--- config.mk ---
export PLATFORM = sky130hd
export DESIGN_NAME = dual_counter_timer_pulse_unit
export DESIGN_NICKNAME = d
export VERILOG_FILES = /design/src/core/dual_counter_timer_pulse_unit.v
export VERILOG_INCLUDE_DIRS = /design/src /design/src/core
export SDC_FILE = /design/constraint.sdc
export NUM_CORES = 1
export LEC_CHECK = 0
export ABC_AREA = 0
export ABC_CLOCK_PERIOD_IN_PS = 3800
export BUFFER_PORTS_ARGS = -buffer_cell sky130_fd_sc_hd__buf_4
export CORE_AREA = 2 2 113 115
export DETAILED_ROUTE_END_ITERATION = 16
export DIE_AREA = 0 0 115 117
export GPL_ROUTABILITY_DRIVEN = 0
export PLACE_DENSITY_LB_ADDON = 0.2
export SYNTH_ARGS = -nofsm -noshare
export SYNTH_HDL_FRONTEND = slang
export SYNTH_SLANG_ARGS = --single-unit
--- constraint.sdc ---
create_clock -name clk -period 3.8 [get_ports clk]
set_input_delay 0.57 -clock clk [delete_from_list [all_inputs] [get_ports clk]]
set_output_delay 0.57 -clock clk [all_outputs]
set_load 0.02 [all_outputs]
--- src/core/timer_regs.vh ---
// Purpose: Register map and field layout of the dual counter/timer pulse unit
// Assumes: Avalon-MM word addresses, one 8-bit register per 32-bit word
// Notes:   Offsets are register indices; the byte address is four times that
// Operation
// - Edge detector watches one of two inputs, emits rising or falling pulses.
// - Glitches shorter than the two-bit filter setting are suppressed.
// - Disabled short timer in transmit drives inverse of its initial-value bit.
// - On enable short output takes initial level; loads low or high hold.
// - Single-pass short timer stops at zero, toggles, sets timeout, may interrupt.
// - Modulo-N short timer toggles, reloads per new level, repeats, sets timeout.
// - Hold registers may change anytime; new values apply at next load.
// - Count of 1 is illegal; count of 0 wraps to FFh and continues.
// - Demodulation captures count: rising edge to low, falling to high register.
// - After each capture the short counter reloads FFh and continues down.
// - Short zero in demodulation sets timeout, may interrupt, continues from FFh.
// - Disabled long timer drives inverse of its initial-value bit.
// - Output-control 10 or 11 forces long output to 0 or 1.
// - On enable long timer loads upper*256+lower and drives initial level.
// - Long zero toggles output, sets timeout status, may interrupt.
// - Long timer stops at zero in single-pass, reloads in modulo-N.
// - Low five bits of enable/sync register read 11111, writes ignored.
// - Enable bits read running state; write 0 stops, 1 starts; reset off.
// - Sync-mode bit, 0 disabled, 1 enabled, reset to disabled.
// - Short captures hold phase counts; long captures hold upper, lower byte.
`ifndef TIMER_REGS_VH
`define TIMER_REGS_VH

`define ADDR_W                4
`define OFF_SHORT_CTRL        4'h0
`define OFF_SHARED_MODE       4'h1
`define OFF_LONG_CTRL         4'h2
`define OFF_EN_SYNC           4'h3
`define OFF_SHORT_LOW_HOLD    4'h4
`define OFF_SHORT_HIGH_HOLD   4'h5
`define OFF_LONG_HOLD_LOWER   4'h6
`define OFF_LONG_HOLD_UPPER   4'h7
`define OFF_LONG_CAP_LOWER    4'h8
`define OFF_LONG_CAP_UPPER    4'h9
`define OFF_SHORT_CAP_LOW     4'ha
`define OFF_SHORT_CAP_HIGH    4'hb

// short_timer_control / long_timer_control
`define BIT_SINGLE_PASS       6
`define BIT_TIMEOUT           5
`define BIT_CAP_IE            2
`define BIT_TIMEOUT_IE        1
// shared_timer_mode_control
`define BIT_DEMOD             7
`define BIT_IN_SEL            6
`define BIT_EDGE_HI           5
`define BIT_EDGE_LO           4
`define BIT_F_HI              3
`define BIT_F_LO              2
`define BIT_SHORT_INIT        1
`define BIT_LONG_INIT         0
// timer_enable_sync_control
`define BIT_LONG_EN           7
`define BIT_SHORT_EN          6
`define BIT_SYNC              5
`define EN_SYNC_LOW_BITS      5'h1f

// Glitch filter minimum widths in clock cycles
`define FILT_W0               4'h1
`define FILT_W1               4'h2
`define FILT_W2               4'h4
`define FILT_W3               4'h8

`define CTRL_RESET            8'h00
`define COUNT_RELOAD          8'hff
`define COUNT_ONE             8'h01
`define LONG_ONE              16'h0001

`endif

--- src/core/dual_counter_timer_pulse_unit.v ---
// Purpose: 8-bit and 16-bit down counters for pulse generation and capture
// Assumes: Synchronous pin inputs, single clock, Avalon-MM register access
// Notes:   Every request waits exactly one cycle, then completes
//          Status bits clear on a written one; a same-cycle set wins
`timescale 1ns/1ps
`include "timer_regs.vh"

module dual_counter_timer_pulse_unit (
  // Clock, reset, enable
  input  wire                 clk,
  input  wire                 arst_n,
  input  wire                 ce,
  // Avalon-MM slave
  input  wire [`ADDR_W-1:0]   avs_address,
  input  wire                 avs_read,
  input  wire                 avs_write,
  input  wire [31:0]          avs_writedata,
  output reg  [31:0]          avs_readdata,
  output wire                 avs_waitrequest,
  // Pins
  input  wire                 capture_input_a,
  input  wire                 capture_input_b,
  output reg                  short_timer_output,
  output reg                  long_timer_output,
  // Interrupt requests
  output wire                 short_timer_irq,
  output wire                 long_timer_irq
);

  // Bus handshake
  reg        ack;
  wire       wr_go = avs_write & ack;
  wire [7:0] wd    = avs_writedata[7:0];
  assign avs_waitrequest = (avs_read | avs_write) & ~ack;

  // Software-visible state
  reg        short_single;
  reg        short_timeout;
  reg        short_cap_ie;
  reg        short_to_ie;
  reg        demod;
  reg        in_sel;
  reg  [1:0] edge_sel;
  reg  [1:0] filt_ctl;
  reg        short_init;
  reg        long_init;
  reg        pos_flag;
  reg        neg_flag;
  reg        long_single;
  reg        long_timeout;
  reg        long_to_ie;
  reg        long_run;
  reg        short_run;
  reg        sync_mode;
  reg  [7:0] short_low_hold;
  reg  [7:0] short_high_hold;
  reg  [7:0] long_hold_lower;
  reg  [7:0] long_hold_upper;
  reg  [7:0] short_cap_low;
  reg  [7:0] short_cap_high;
  reg [15:0] long_cap;

  // Counters
  reg  [7:0] short_count;
  reg [15:0] long_count;

  // Register write strobes
  wire wr_sctl  = wr_go & (avs_address == `OFF_SHORT_CTRL);
  wire wr_mode  = wr_go & (avs_address == `OFF_SHARED_MODE);
  wire wr_lctl  = wr_go & (avs_address == `OFF_LONG_CTRL);
  wire wr_ens   = wr_go & (avs_address == `OFF_EN_SYNC);
  // A one written to a running timer's enable does not restart it
  wire start_s  = wr_ens & wd[`BIT_SHORT_EN] & ~short_run;
  wire stop_s   = wr_ens & ~wd[`BIT_SHORT_EN];
  wire start_l  = wr_ens & wd[`BIT_LONG_EN] & ~long_run;
  wire stop_l   = wr_ens & ~wd[`BIT_LONG_EN];

  // Input select and glitch filter
  reg        filt_level;
  reg  [3:0] stable_cnt;
  reg  [3:0] min_width;
  wire       raw_in = in_sel ? capture_input_b : capture_input_a;

  always @* begin
    case (filt_ctl)
      2'b00:   min_width = `FILT_W0;
      2'b01:   min_width = `FILT_W1;
      2'b10:   min_width = `FILT_W2;
      default: min_width = `FILT_W3;
    endcase
  end

  // Level must differ for min_width cycles before it is accepted
  // Any agreeing cycle restarts the count, so only unbroken widths pass
  wire filt_flip = (raw_in != filt_level) &
                   (stable_cnt + 4'h1 >= min_width);

  always @(posedge clk or negedge arst_n) begin
    if (!arst_n) begin
      filt_level <= 1'b0;
      stable_cnt <= 4'h0;
    end else if (ce) begin
      if (raw_in == filt_level || filt_flip) begin
        stable_cnt <= 4'h0;
      end else begin
        stable_cnt <= stable_cnt + 4'h1;
      end
      if (filt_flip) begin
        filt_level <= raw_in;
      end
    end
  end

  wire pos_edge = filt_flip & raw_in & edge_sel[0];
  wire neg_edge = filt_flip & ~raw_in & edge_sel[1];
  wire capture  = demod & short_run & (pos_edge | neg_edge);

  // Terminal counts: the count of one steps to zero this cycle
  wire short_zero = short_run & (short_count == `COUNT_ONE);
  wire long_zero  = long_run & (long_count == `LONG_ONE);
  wire short_tx   = ~demod;

  // Status bits: hardware set beats a software clear in the same cycle
  always @(posedge clk or negedge arst_n) begin
    if (!arst_n) begin
      short_timeout <= 1'b0;
      long_timeout  <= 1'b0;
      pos_flag      <= 1'b0;
      neg_flag      <= 1'b0;
    end else if (ce) begin
      if (short_zero) begin
        short_timeout <= 1'b1;
      end else if (wr_sctl & wd[`BIT_TIMEOUT]) begin
        short_timeout <= 1'b0;
      end
      if (long_zero) begin
        long_timeout <= 1'b1;
      end else if (wr_lctl & wd[`BIT_TIMEOUT]) begin
        long_timeout <= 1'b0;
      end
      if (capture & pos_edge) begin
        pos_flag <= 1'b1;
      end else if (wr_mode & demod & wd[`BIT_SHORT_INIT]) begin
        pos_flag <= 1'b0;
      end
      if (capture & neg_edge) begin
        neg_flag <= 1'b1;
      end else if (wr_mode & demod & wd[`BIT_LONG_INIT]) begin
        neg_flag <= 1'b0;
      end
    end
  end

  // Plain control registers
  always @(posedge clk or negedge arst_n) begin
    if (!arst_n) begin
      short_single    <= 1'b0;
      short_cap_ie    <= 1'b0;
      short_to_ie     <= 1'b0;
      demod           <= 1'b0;
      in_sel          <= 1'b0;
      edge_sel        <= 2'b00;
      filt_ctl        <= 2'b00;
      short_init      <= 1'b0;
      long_init       <= 1'b0;
      long_single     <= 1'b0;
      long_to_ie      <= 1'b0;
      sync_mode       <= 1'b0;
      short_low_hold  <= `CTRL_RESET;
      short_high_hold <= `CTRL_RESET;
      long_hold_lower <= `CTRL_RESET;
      long_hold_upper <= `CTRL_RESET;
    end else if (ce) begin
      if (wr_sctl) begin
        short_single <= wd[`BIT_SINGLE_PASS];
        short_cap_ie <= wd[`BIT_CAP_IE];
        short_to_ie  <= wd[`BIT_TIMEOUT_IE];
      end
      if (wr_mode) begin
        demod    <= wd[`BIT_DEMOD];
        in_sel   <= wd[`BIT_IN_SEL];
        edge_sel <= wd[`BIT_EDGE_HI:`BIT_EDGE_LO];
        filt_ctl <= wd[`BIT_F_HI:`BIT_F_LO];
        // Low two bits are status flags while demodulating
        if (!demod) begin
          short_init <= wd[`BIT_SHORT_INIT];
          long_init  <= wd[`BIT_LONG_INIT];
        end
      end
      if (wr_lctl) begin
        long_single <= wd[`BIT_SINGLE_PASS];
        long_to_ie  <= wd[`BIT_TIMEOUT_IE];
      end
      if (wr_ens) begin
        sync_mode <= wd[`BIT_SYNC];
      end
      // Holds are only read at a load, so a change waits for the next one
      if (wr_go && avs_address == `OFF_SHORT_LOW_HOLD) begin
        short_low_hold <= wd;
      end
      if (wr_go && avs_address == `OFF_SHORT_HIGH_HOLD) begin
        short_high_hold <= wd;
      end
      if (wr_go && avs_address == `OFF_LONG_HOLD_LOWER) begin
        long_hold_lower <= wd;
      end
      if (wr_go && avs_address == `OFF_LONG_HOLD_UPPER) begin
        long_hold_upper <= wd;
      end
    end
  end

  // Short timer
  always @(posedge clk or negedge arst_n) begin
    if (!arst_n) begin
      short_run          <= 1'b0;
      short_count        <= `CTRL_RESET;
      short_timer_output <= 1'b1;
      short_cap_low      <= `CTRL_RESET;
      short_cap_high     <= `CTRL_RESET;
    end else if (ce) begin
      if (stop_s) begin
        short_run <= 1'b0;
      end else if (start_s) begin
        short_run <= 1'b1;
        if (demod) begin
          // Measurement starts from a full count
          short_count <= `COUNT_RELOAD;
        end else begin
          short_timer_output <= short_init;
          short_count <= short_init ? short_high_hold
                                    : short_low_hold;
        end
      end else if (short_run && !demod) begin
        if (short_zero) begin
          short_timer_output <= ~short_timer_output;
          if (short_single) begin
            short_run   <= 1'b0;
            short_count <= 8'h00;
          end else if (short_timer_output) begin
            // Output falls to 0, so the low phase is reloaded
            short_count <= short_low_hold;
          end else begin
            short_count <= short_high_hold;
          end
        end else begin
          short_count <= short_count - 8'h01;
        end
      end else if (short_run) begin
        if (capture) begin
          if (pos_edge) begin
            short_cap_low <= short_count;
          end else begin
            short_cap_high <= short_count;
          end
          short_count <= `COUNT_RELOAD;
        end else if (short_zero) begin
          short_count <= `COUNT_RELOAD;
        end else begin
          short_count <= short_count - 8'h01;
        end
      end
      // A stopped transmitter idles at the inverse of its initial level
      if (!short_run && !start_s && short_tx) begin
        short_timer_output <= ~short_init;
      end
    end
  end

  // Long timer
  reg long_state;
  wire [15:0] long_load = {long_hold_upper, long_hold_lower};

  always @(posedge clk or negedge arst_n) begin
    if (!arst_n) begin
      long_run   <= 1'b0;
      long_count <= 16'h0000;
      long_state <= 1'b1;
      long_cap   <= 16'h0000;
    end else if (ce) begin
      if (stop_l) begin
        long_run <= 1'b0;
      end else if (start_l) begin
        // Count and level change on the enabling edge itself
        long_run   <= 1'b1;
        long_count <= long_load;
        long_state <= long_init;
      end else if (long_run) begin
        if (long_zero) begin
          long_state <= ~long_state;
          if (long_single) begin
            // Parked until software enables it again
            long_run   <= 1'b0;
            long_count <= 16'h0000;
          end else begin
            long_count <= long_load;
          end
        end else begin
          long_count <= long_count - 16'h0001;
        end
      end else begin
        long_state <= ~long_init;
      end
      if (capture) begin
        long_cap <= long_count;
      end
    end
  end

  // Forcing applies only while the field means output control
  always @(posedge clk or negedge arst_n) begin
    if (!arst_n) begin
      long_timer_output <= 1'b1;
    end else if (ce) begin
      if (short_tx && filt_ctl[1]) begin
        long_timer_output <= filt_ctl[0];
      end else if (!long_run && !start_l) begin
        long_timer_output <= ~long_init;
      end else if (start_l) begin
        long_timer_output <= long_init;
      end else if (long_zero) begin
        long_timer_output <= ~long_state;
      end else begin
        long_timer_output <= long_state;
      end
    end
  end

  // Requests are levels; they drop when the status or its enable clears
  assign short_timer_irq = (short_timeout & short_to_ie) |
                           ((pos_flag | neg_flag) & short_cap_ie);
  assign long_timer_irq  = long_timeout & long_to_ie;

  // Read mux
  // Capture registers and the low enable bits ignore writes
  reg [7:0] rd_byte;
  always @* begin
    case (avs_address)
      `OFF_SHORT_CTRL:      rd_byte = {1'b0, short_single, short_timeout,
                                       2'b00, short_cap_ie, short_to_ie, 1'b0};
      `OFF_SHARED_MODE:     rd_byte = {demod, in_sel, edge_sel, filt_ctl,
                                       demod ? pos_flag : short_init,
                                       demod ? neg_flag : long_init};
      `OFF_LONG_CTRL:       rd_byte = {1'b0, long_single, long_timeout,
                                       3'b000, long_to_ie, 1'b0};
      `OFF_EN_SYNC:         rd_byte = {long_run, short_run, sync_mode,
                                       `EN_SYNC_LOW_BITS};
      `OFF_SHORT_LOW_HOLD:  rd_byte = short_low_hold;
      `OFF_SHORT_HIGH_HOLD: rd_byte = short_high_hold;
      `OFF_LONG_HOLD_LOWER: rd_byte = long_hold_lower;
      `OFF_LONG_HOLD_UPPER: rd_byte = long_hold_upper;
      `OFF_LONG_CAP_LOWER:  rd_byte = long_cap[7:0];
      `OFF_LONG_CAP_UPPER:  rd_byte = long_cap[15:8];
      `OFF_SHORT_CAP_LOW:   rd_byte = short_cap_low;
      `OFF_SHORT_CAP_HIGH:  rd_byte = short_cap_high;
      default:              rd_byte = 8'h00;
    endcase
  end

  // The registered read costs the one wait state every access sees
  always @(posedge clk or negedge arst_n) begin
    if (!arst_n) begin
      ack          <= 1'b0;
      avs_readdata <= 32'h0000_0000;
    end else if (ce) begin
      ack <= (avs_read | avs_write) & ~ack;
      if (avs_read && !ack) begin
        avs_readdata <= {24'h00_0000, rd_byte};
      end
    end
  end

endmodule // dual_counter_timer_pulse_unit

==> results of run 1 <==
[state kept, by name (all words and copies together) (netlist names), 2 cells and up]
register / flops
avs_readdata: 8
edge_sel: 2
filt_ctl: 2
long_cap: 16
long_count: 16
long_hold_lower: 8
long_hold_upper: 8
short_cap_high: 8
short_cap_low: 8
short_count: 8
short_high_hold: 8
short_low_hold: 8
stable_cnt: 4
[where the power goes]
| part | switching [W] | internal (W) | total (W) |
|---|---|---|---|
| clock network | 0.000600 | 0.00106 | 0.00166 |
| logic | 0.000511 | 0.000425 | 0.000936 |
| registers | 0.000341 | 0.00156 | 0.00190 |
[metrics by stage]
step           cells  area, µm²  power, W
2_1_floorplan    730       7190   0.00248
3_3_place_gp     856       7350   0.00277
3_5_place_dp     856       7350   0.00283
4_1_cts          888       7950   0.00449
5_1_grt          888       7950   0.00470
6_report         888       7950   0.00449
[area by class of cell]
type | instances | area, µm² | area share, %
well taps | 150 | 188 | 2.36
multi-input cells | 527 | 3670 | 46.2
clock buffers | 21 | 460 | 5.79
flip-flops and latches | 125 | 3130 | 39.4
inverters | 17 | 63.8 | 0.803
clock inverters | 11 | 141 | 1.78
repair buffers | 37 | 290 | 3.65
[worst reg2reg max path: stages (launching register included)]
cell,delay (ns)
sky130_fd_sc_hd__dfrtp_1,0.42
sky130_fd_sc_hd__ha_1,0.26
sky130_fd_sc_hd__xor2_1,0.17
sky130_fd_sc_hd__ha_1,0.28
sky130_fd_sc_hd__o21a_1,0.12
sky130_fd_sc_hd__o21a_1,0.20
sky130_fd_sc_hd__and4_1,0.28
sky130_fd_sc_hd__and2_1,0.74
sky130_fd_sc_hd__mux2_2,0.43
[cells by family after synthesis]
kind of cell,count (synthesis),synth area share [%]
simple gates,201,14.1
other cells,1,0.0528
fa+ha+maj,9,1.59
xor+xnor,8,0.986
flops,125,44.1
mux,112,17.4
buf+inv,78,5.43
compound gates,173,16.3
[cells in the final DEF, fill, tap and decap left out, drive strengths merged, types with 21 or more instances in the layout]
| master | Yosys | final |
|---|---|---|
| nand3 | 27 | 27 |
| o21ai | 52 | 52 |
| nand2 | 52 | 52 |
| a21oi | 26 | 26 |
| dfrtp | 122 | 122 |
| clkbuf | 31 | 21 |
| nor3 | 24 | 24 |
| mux2i | 28 | 28 |
| mux2 | 83 | 83 |
| nor2 | 45 | 45 |
| conb | 1 | 24 |
| buf | 30 | 37 |
[routing by layer]
layer	global-route usage (%)	vias up	share of wire (%)
met1	41.1	2917	40
met2	51.2	314	48
met4	12.7	0	3.1
li1	-	2610	-
met5	0	-	0
met3	7.42	54	8.0
[worst max-delay path by stage]
stage                        end           from
floorplan           long_cap[10]  stable_cnt[0]
detailed placement   long_cap[9]  stable_cnt[0]
global placement    long_cap[15]  stable_cnt[0]
global route         long_cap[8]  stable_cnt[0]
CTS                  long_cap[8]  stable_cnt[0]
finish               long_cap[8]  stable_cnt[0]
==> parameters.txt, run 1 <==
Parameter                              Value

Run status
  Outcome    completed

Critical path
  Buf/Inv on CP    0
  Class of the most critical setup path    register to register
  Reg-to-reg endpoint    long_cap[8]
  Number of logic stages on the critical path including buffering    8
  Slowest cell on the critical path    sky130_fd_sc_hd__and2_1
  Critical register-to-register path startpoint    stable_cnt[0]
  CP endpoint kind    register
  Critical path arrival    3.31 ns
  Critical path launch point type    register
  Required time of the critical path    4.11 ns
  Worst reg-to-reg path cell count    8
  CP top delay family    simple AND/OR/NAND/NOR gates
  Crit Path Max Fanout    17
  Cell-by-cell listing of the critical path    ha_1, xor2_1, ha_1, o21a_1, o21a_1, and4_1, and2_1, mux2_2
  Delay of the slowest cell on the worst path    0.74 ns
  FF-to-FF setup slack    0.79 ns

STA
  Worst slew margin    30.7%
  Setup violations, final    0
  Final Hold Slack    0.0595 ns
  Max-slew violation count    0
  Crit share post-route    79.1%
  Worst clock skew    0.00944 ns
  Worst slew pin tran    1.03 ns
  Final Critical Period    3.01 ns
  Final Hold Vio Count    0
  Setup total negative slack    0 ns
  Final worst slack    0.793 ns
  Maximum operating frequency    333 MHz
  Unrepaired setup endpoints after global routing    false

Place
  Detailed-placement wirelength estimate    14200 µm
  Worst setup timing slack at the placement stage    0.845 ns
  IO Port Bufs    31

Layout
  Area growth syn-to-layout    11.9%
  Total of fill cells in the finished design    992
  Count of inserted antenna diode cells    0
  Net count of the finished layout    777
  Fraction of layout cells with a size suffix above 1    22.4%
  Final design utilization    64.6%

Routing
  Detailed-route wire length per cell    22.4 µm
  Number of iterations in the first detailed-routing pass    6
  Final WL    19900 µm
  Vias per std cell    6.64
  Initial drt markers    629
  Post-route ant nets    0
  Vias after detailed routing    5895
  Drt drc    0

Clock tree
  CTS H-tree lvls    4
  Clock tree root driver cell    sky130_fd_sc_hd__clkbuf_16
  Clk pin slew, worst setup/hold paths    0.05 ns
  CTS buffer count    17
  Maximum buffer depth of the clock tree    2
  Hold Buf Count CTS    0
  TritonCTS clock tree    done
  Total clock sinks    125
  Total setup buffers inserted after CTS    0
  Post-CTS Resized    0
  Source-to-sink clock delay at the later pin of the worst-skew pair    0.43 ns

Logic synthesis
  Number of enable-type register cells in the synthesized netlist    0
  Cell count after synthesis    707
  Most used flip-flop cell after synthesis    sky130_fd_sc_hd__dfrtp_1
  Async SR Flop Fraction    100%
  Portion of the post-synthesis area used by sequential elements    44.1%
  Total standard cell area after synthesis    0.00710 mm²
  Synth top area share    43.0%
  Cell types with the highest counts after synthesis    122 x sky130_fd_sc_hd__dfrtp_1, 83 x sky130_fd_sc_hd__mux2_2, 52 x sky130_fd_sc_hd__o21ai_0
  Flip-flop and latch count after synthesis    125
  Count of yosys warnings during synthesis    0
  Synth area leader    sky130_fd_sc_hd__dfrtp_1
  Synthesized area per cell    10.0 µm²
  Most instantiated library cell after synthesis    sky130_fd_sc_hd__dfrtp_1
  Largest cells by area after synthesis    sky130_fd_sc_hd__dfrtp_1 43%, sky130_fd_sc_hd__mux2_2 13%, sky130_fd_sc_hd__mux2i_1 3.9%
  Number of distinct library cells after synthesis    67

Floorplan
  Boundary pin count    80
  Floorplan die width    115 µm
  Number of placement rows    41
  Core region area    0.0123 mm²
  Floorplan die area    0.0135 mm²
  Die Span Y    117 µm
  Initial cell density of the core    57.7%

GRT
  Pin count of the biggest net entering global routing    99
  First-pass GRT wire length    31500 µm
  Overflow left after global routing    0
  Vias in the first global route    5595
  GRT Resource Usage Total    31.5%
  Number of antenna violations at the first check in global routing    0

Worst hold path
  Hold Crit Class    primary input to async pin

Run
  Max_cap viols    0

Pwr
  Pwr per Cell Area    566 mW/mm²
  Maximum vdd drop    355 µV
  Cell leakage power    3.58 nW
No activity file was read; power rests on OpenSTA's default activity.
==> run 2: changes to the inputs <==
- ABC_CLOCK_PERIOD_IN_PS: 3800 -> 2800
- clock period: 3.8 -> 2.8 ns (I/O delays scaled with it)
==> run 2 against run 1 <==
Clock skew decreased by 0.0027 ns. Power increased by 37%. Global-route usage increased by 0.40 points. Count of clock-buffer cells in the layout decreased by 4. Worst hold slack improved by 0.25 ns. Cell count increased by 2.7%. Core utilization increased by 1.8 points. Sequential share of layout area decreased by 1.1 points. Non-clock buffer count increased by 25. Flip-flop and latch count unchanged. Cell area increased by 2.8%. Register-to-register slack got worse by 0.63 ns. Critical endpoint is now long_cap[7]. Largest power group unchanged.
==> parameters.txt, run 2 (synthesized netlist as in run 1, its figures left out) <==
Parameter                              Value

Critical path
  Crit Path Max Fanout    17 (unchanged)
  CP endpoint kind    register
  Critical path arrival    2.95 ns (-0.36 ns)
  Critical path launch point type    register
  Class of the most critical setup path    register to register
  Required time of the critical path    3.11 ns (-1.00 ns)

Clock tree
  Hold Buf Count CTS    1 (+1)
  Clk pin slew, worst setup/hold paths    0.06 ns (about the same)
  Total setup buffers inserted after CTS    0 (unchanged)
  Post-CTS Resized    0 (unchanged)
  Clock tree root driver cell    sky130_fd_sc_hd__clkbuf_16
  CTS buffer count    17 (unchanged)
  CTS H-tree lvls    4 (unchanged)
  Maximum buffer depth of the clock tree    2 (unchanged)
  Source-to-sink clock delay at the later pin of the worst-skew pair    0.43 ns (about the same)
  Total clock sinks    125 (unchanged)
  TritonCTS clock tree    done

STA
  Final Critical Period    2.64 ns (-0.369 ns)
  Worst slew margin    55.0% (+24 points)
  Maximum operating frequency    379 MHz (+14%)
  Crit share post-route    94.2% (+15 points)
  Setup violations, final    0 (unchanged)
  Worst clock skew    0.00669 ns (-0.00275 ns)
  Setup total negative slack    0 ns (unchanged)
  Final Hold Vio Count    0 (unchanged)
  Unrepaired setup endpoints after global routing    false
  Max-slew violation count    0 (unchanged)
  Worst slew pin tran    0.675 ns (-0.356 ns)
  Final Hold Slack    0.308 ns (+0.249 ns)

Floorplan
  Floorplan die area    0.0135 mm² (unchanged)
  Boundary pin count    80 (unchanged)
  Number of placement rows    41 (unchanged)
  Initial cell density of the core    57.7% (unchanged)
  Floorplan die width    115 µm (unchanged)
  Core region area    0.0123 mm² (unchanged)
  Die Span Y    117 µm (unchanged)

GRT
  Overflow left after global routing    0 (unchanged)
  Number of antenna violations at the first check in global routing    0 (unchanged)
  First-pass GRT wire length    32000 µm (+1.8%)
  GRT Resource Usage Total    31.9% (+0.40 points)
  Vias in the first global route    5771 (+3.1%)
  Pin count of the biggest net entering global routing    65 (-34%)

Layout
  Fraction of layout cells with a size suffix above 1    24.9% (+2.6 points)
  Largest registers ranked by flip-flop count    long_cap: 16 flops, long_count: 16 flops
  Leading cell type in the layout, fill and taps excluded    sky130_fd_sc_hd__dfrtp_1
  Most used cells in the layout excluding fill and tap cells    122 x sky130_fd_sc_hd__dfrtp_1, 83 x sky130_fd_sc_hd__mux2_2, 57 x sky130_fd_sc_hd__buf_4
  Net count of the finished layout    802 (+3.2%)
  Count of inserted antenna diode cells    0 (unchanged)
  Area growth syn-to-layout    15.0%

Pwr
  Maximum vdd drop    465 µV (+31%)
  Pwr per Cell Area    751 mW/mm² (+33%)
  Cell leakage power    3.71 nW (+3.5%)

Worst hold path
  Hold Crit Class    primary input to register

Routing
  Top sig layer    met4
  Post-route ant nets    0 (unchanged)
  Sum of met3 wire segment lengths after detailed routing    1510 µm (-5.7%)
  Drt drc    0 (unchanged)
  Number of iterations in the first detailed-routing pass    5 (-1)
  Vias after detailed routing    6009 (+1.9%)
  Final WL    20200 µm (+1.8%)
  Initial drt markers    750 (+19%)
  WL met1    8190 µm (+1.8%)
  Met2 WL post-DR    9680 µm (+0.68%)
  Vias per std cell    6.59 (-0.75%)
  Detailed-route wire length per cell    22.2 µm (-0.92%)

Place
  Detailed-placement wirelength estimate    14700 µm (+3.4%)
  IO Port Bufs    31 (unchanged)

Run status
  Outcome    completed

Run
  Max_cap viols    0 (unchanged)
==> run 2: changes by cell type in the layout (fill, tap and decap cells not counted) <==
cell                            change
sky130_fd_sc_hd__buf_4             +21
sky130_fd_sc_hd__clkinv_2           -2
sky130_fd_sc_hd__clkinvlp_4         +2
sky130_fd_sc_hd__clkinv_4           +3
sky130_fd_sc_hd__clkbuf_1           -2
sky130_fd_sc_hd__clkbuf_8           -2
sky130_fd_sc_hd__dlygate4sd3_1      +1
sky130_fd_sc_hd__buf_12             +3
==> run 2: stage by stage <==
stage                     power [W]  area (µm²)  cells  util, %  worst slack, ns
after detailed placement    0.00390        7560    880     61.4            0.202
final                       0.00614        8170    912     66.4            0.162
after CTS                   0.00613        8170    912     66.4            0.171
after global routing        0.00642        8170    912     66.4           0.0106
after global placement      0.00383        7560    880     61.4            0.233
after floorplan             0.00337        7190    730        -          0.00584
==> run 2: final timing paths <==
check / slack, ns / depth (start not counted) / to / start
min reg2reg: 0.49 / 2 / avs_readdata[7] / avs_readdata[7]
min: 0.31 / 2 / long_hold_lower[4] / avs_writedata[4]
max: 0.16 / 9 / long_cap[7] / stable_cnt[0]
min in group asynchronous: 0.44 / 2 / stable_cnt[3] / arst_n
max in group asynchronous: 1.55 / 3 / short_cap_high[6] / arst_n
max reg2reg: 0.16 / 9 / long_cap[7] / stable_cnt[0]
==> run 2: worst max-delay path, stage by stage (launching register included) <==
cell                      delay, ns
sky130_fd_sc_hd__dfrtp_1       0.42
sky130_fd_sc_hd__ha_1          0.25
sky130_fd_sc_hd__xor2_1        0.15
sky130_fd_sc_hd__ha_1          0.28
sky130_fd_sc_hd__o21a_1        0.12
sky130_fd_sc_hd__o21a_1        0.20
sky130_fd_sc_hd__and4_1        0.29
sky130_fd_sc_hd__and2_1        0.15
sky130_fd_sc_hd__buf_4         0.26
sky130_fd_sc_hd__mux2_2        0.38
==> run 2: final cells by class <==
type	instances	area [µm²]
repair buffers	62	518
well taps	150	188
fillers	976	4140
inverters	17	63.8
clock inverters	14	173
multi-input cells	527	3670
clock buffers	17	425
flip-flops and latches	125	3130
==> run 2: metal layers <==
| layer | up-vias | track usage (%) |
|---|---|---|
| met1 | 2972 | 41.8 |
| met4 | 0 | 14.5 |
| met2 | 310 | 51.7 |
| met5 | - | 0 |
| met3 | 68 | 6.28 |
| li1 | 2659 | - |
==> run 2: report_power, final <==
part | internal [W] | switching (W)
registers | 0.00211 | 0.000400
logic | 0.000633 | 0.000773
clock network | 0.00139 | 0.000826
==> run 3: changes to the inputs <==
- CELL_PAD_IN_SITES_DETAIL_PLACEMENT: default -> 1
- CELL_PAD_IN_SITES_GLOBAL_PLACEMENT: default -> 1
- CORE_AREA: 2 2 113 115 -> 2 2 128 130
- DIE_AREA: 0 0 115 117 -> 0 0 130 132
==> run 3 against run 2 <==
Flip-flop and latch count unchanged. Combinational power up 4%. Wire length up 21%. Via count increased by 0.55%. First-iteration DRC count fell by 12%. Cell count up 8.0%. Power rose by 4.3%. Worst hold slack improved by 0.012 ns. Maximum frequency fell by 2.0%. Global-route usage decreased by 2.6 points. Register-to-register slack got worse by 0.05 ns.
==> parameters.txt, run 3 (synthesized netlist as in run 1, its figures left out) <==
Parameter                              Value

Run status
  Outcome    completed

STA
  Final Hold Slack    0.320 ns (+0.0116 ns)
  Setup violations, final    0 (unchanged)
  Setup total negative slack    0 ns (unchanged)
  Maximum operating frequency    372 MHz (-2.0%)
  Crit share post-route    96.1% (+1.9 points)
  Worst slew margin    49.7% (-5.4 points)
  Final Critical Period    2.69 ns (+0.0534 ns)
  Worst clock skew    0.00653 ns (-0.000158 ns)
  Worst slew pin tran    0.755 ns (+0.0804 ns)
  Unrepaired setup endpoints after global routing    false
  Final Hold Vio Count    0 (unchanged)
  Max-slew violation count    0 (unchanged)

Worst hold path
  Hold Crit Class    primary input to register
  Worst hold path cell count    2 (unchanged)

Clock tree
  Clock tree root driver cell    sky130_fd_sc_hd__clkbuf_16
  TritonCTS clock tree    done
  CTS H-tree lvls    4 (unchanged)
  Clk pin slew, worst setup/hold paths    0.06 ns (about the same)
  Total clock sinks    125 (unchanged)
  Source-to-sink clock delay at the later pin of the worst-skew pair    0.42 ns (about the same)
  Total setup buffers inserted after CTS    0 (unchanged)
  Maximum buffer depth of the clock tree    2 (unchanged)
  CTS buffer count    17 (unchanged)

GRT
  Number of antenna violations at the first check in global routing    0 (unchanged)
  Vias in the first global route    6267 (+8.6%)
  Overflow left after global routing    0 (unchanged)
  GRT Resource Usage Total    29.3% (-2.6 points)
  First-pass GRT wire length    37500 µm (+17%)
  Pin count of the biggest net entering global routing    63 (-3.1%)

Layout
  Most used cells in the layout excluding fill and tap cells    122 x sky130_fd_sc_hd__dfrtp_1, 83 x sky130_fd_sc_hd__mux2_2, 65 x sky130_fd_sc_hd__buf_4
  Final Instance Count excl. Fillers    985 (+8.0%)
  Area growth syn-to-layout    17.0%
  Net count of the finished layout    808 (+0.75%)
  Count of inserted antenna diode cells    0 (unchanged)
  Largest registers ranked by flip-flop count    long_cap: 16 flops, long_count: 16 flops
  Leading cell type in the layout, fill and taps excluded    sky130_fd_sc_hd__dfrtp_1
  Final design utilization    52.9% (-13 points)
  Fraction of layout cells with a size suffix above 1    25.7% (+0.81 points)

Floorplan
  Number of placement rows    46 (+12%)
  Floorplan die area    0.0172 mm² (+28%)
  Boundary pin count    80 (unchanged)
  Floorplan die width    130 µm (+13%)
  Initial cell density of the core    45.2% (-12 points)
  Core region area    0.0157 mm² (+28%)
  Die Span Y    132 µm (+13%)

Critical path
  Required time of the critical path    3.10 ns (about the same)
  CP endpoint kind    register
  Critical path arrival    2.99 ns (+0.04 ns)
  Critical path launch point type    register
  Crit Path Max Fanout    17 (unchanged)
  Worst reg-to-reg path cell count    8 (-1)
  Class of the most critical setup path    register to register

Pwr
  Pwr per Cell Area    770 mW/mm² (+2.5%)
  Maximum vdd drop    452 µV (-2.8%)
  Cell leakage power    3.76 nW (+1.4%)

Run
  Max_cap viols    0 (unchanged)

Routing
  Post-route ant nets    0 (unchanged)
  Initial drt markers    660 (-12%)
  Number of iterations in the first detailed-routing pass    5 (unchanged)
  Vias per std cell    6.13 (-6.9%)
  Vias after detailed routing    6042 (+0.55%)
  Final WL    24400 µm (+21%)
  Detailed-route wire length per cell    24.8 µm (+12%)
  Drt drc    0 (unchanged)

Place
  Inst Count DP    952 (+8.2%)
  Detailed-placement wirelength estimate    17400 µm (+19%)
  IO Port Bufs    31 (unchanged)
run 3: power breakdown:
part | total [W] | switching (W) | leakage, nW | internal [W]
combinational | 0.00146 | 0.000819 | 1.80 | 0.000636
sequential | 0.00254 | 0.000429 | 1.66 | 0.00211
clock | 0.00241 | 0.000851 | 0.309 | 0.00155
total | 0.00640 | 0.00210 | 3.76 | 0.00430
run 3: path summary, 6_finish.rpt:
kind                                   from                 end  slack (ns)
min reg2reg                 avs_readdata[4]     avs_readdata[4]        0.49
max in group asynchronous            arst_n   long_timer_output        1.46
min                        avs_writedata[3]  short_high_hold[3]        0.32
max reg2reg                   stable_cnt[0]         long_cap[0]        0.11
max                           stable_cnt[0]         long_cap[0]        0.11
min in group asynchronous            arst_n            neg_flag        0.53
run 3: what timing repair did:
item                       4_1_cts  5_1_grt
hold buffers                     1        0
setup endpoints to repair        0        1
resized for setup                0        2
hold endpoints to repair         5        0
run 3: per-layer routing:
metal | up-vias | wire, µm | track usage (%)
met4 | 0 | 716 | 10.3
met1 | 3100 | 10600 | 41.0
met3 | 43 | 1470 | 4.14
met5 | - | 0 | 0
li1 | 2657 | - | -
met2 | 242 | 11600 | 46.4
run 3: stage by stage:
stage | cell area (µm²) | total power (W) | worst slack (ns)
after floorplan | 7190 | 0.00337 | 0.00584
after global placement | 7670 | 0.00387 | 0.186
after detailed placement | 7670 | 0.00395 | 0.133
after CTS | 8310 | 0.00639 | 0.108
after global routing | 8310 | 0.00666 | 0.0213
final | 8310 | 0.00640 | 0.108
run 3: final cells by class:
cell class	count	area [µm²]
flip-flops and latches	125	3130
inverters	17	63.8
clock buffers	21	470
multi-input cells	527	3670
clock inverters	11	164
repair buffers	68	538
well taps	216	270
fillers	1748	7400
run 3: worst max-delay path, cell delays in order, from the launching register on:
cell and delay, ns:
sky130_fd_sc_hd__dfrtp_1 0.43, sky130_fd_sc_hd__ha_1 0.33, sky130_fd_sc_hd__ha_1 0.31, sky130_fd_sc_hd__a2111o_1 0.38
sky130_fd_sc_hd__o21a_2 0.16, sky130_fd_sc_hd__and4_2 0.27, sky130_fd_sc_hd__and2_1 0.15, sky130_fd_sc_hd__buf_4 0.21
sky130_fd_sc_hd__mux2_2 0.31
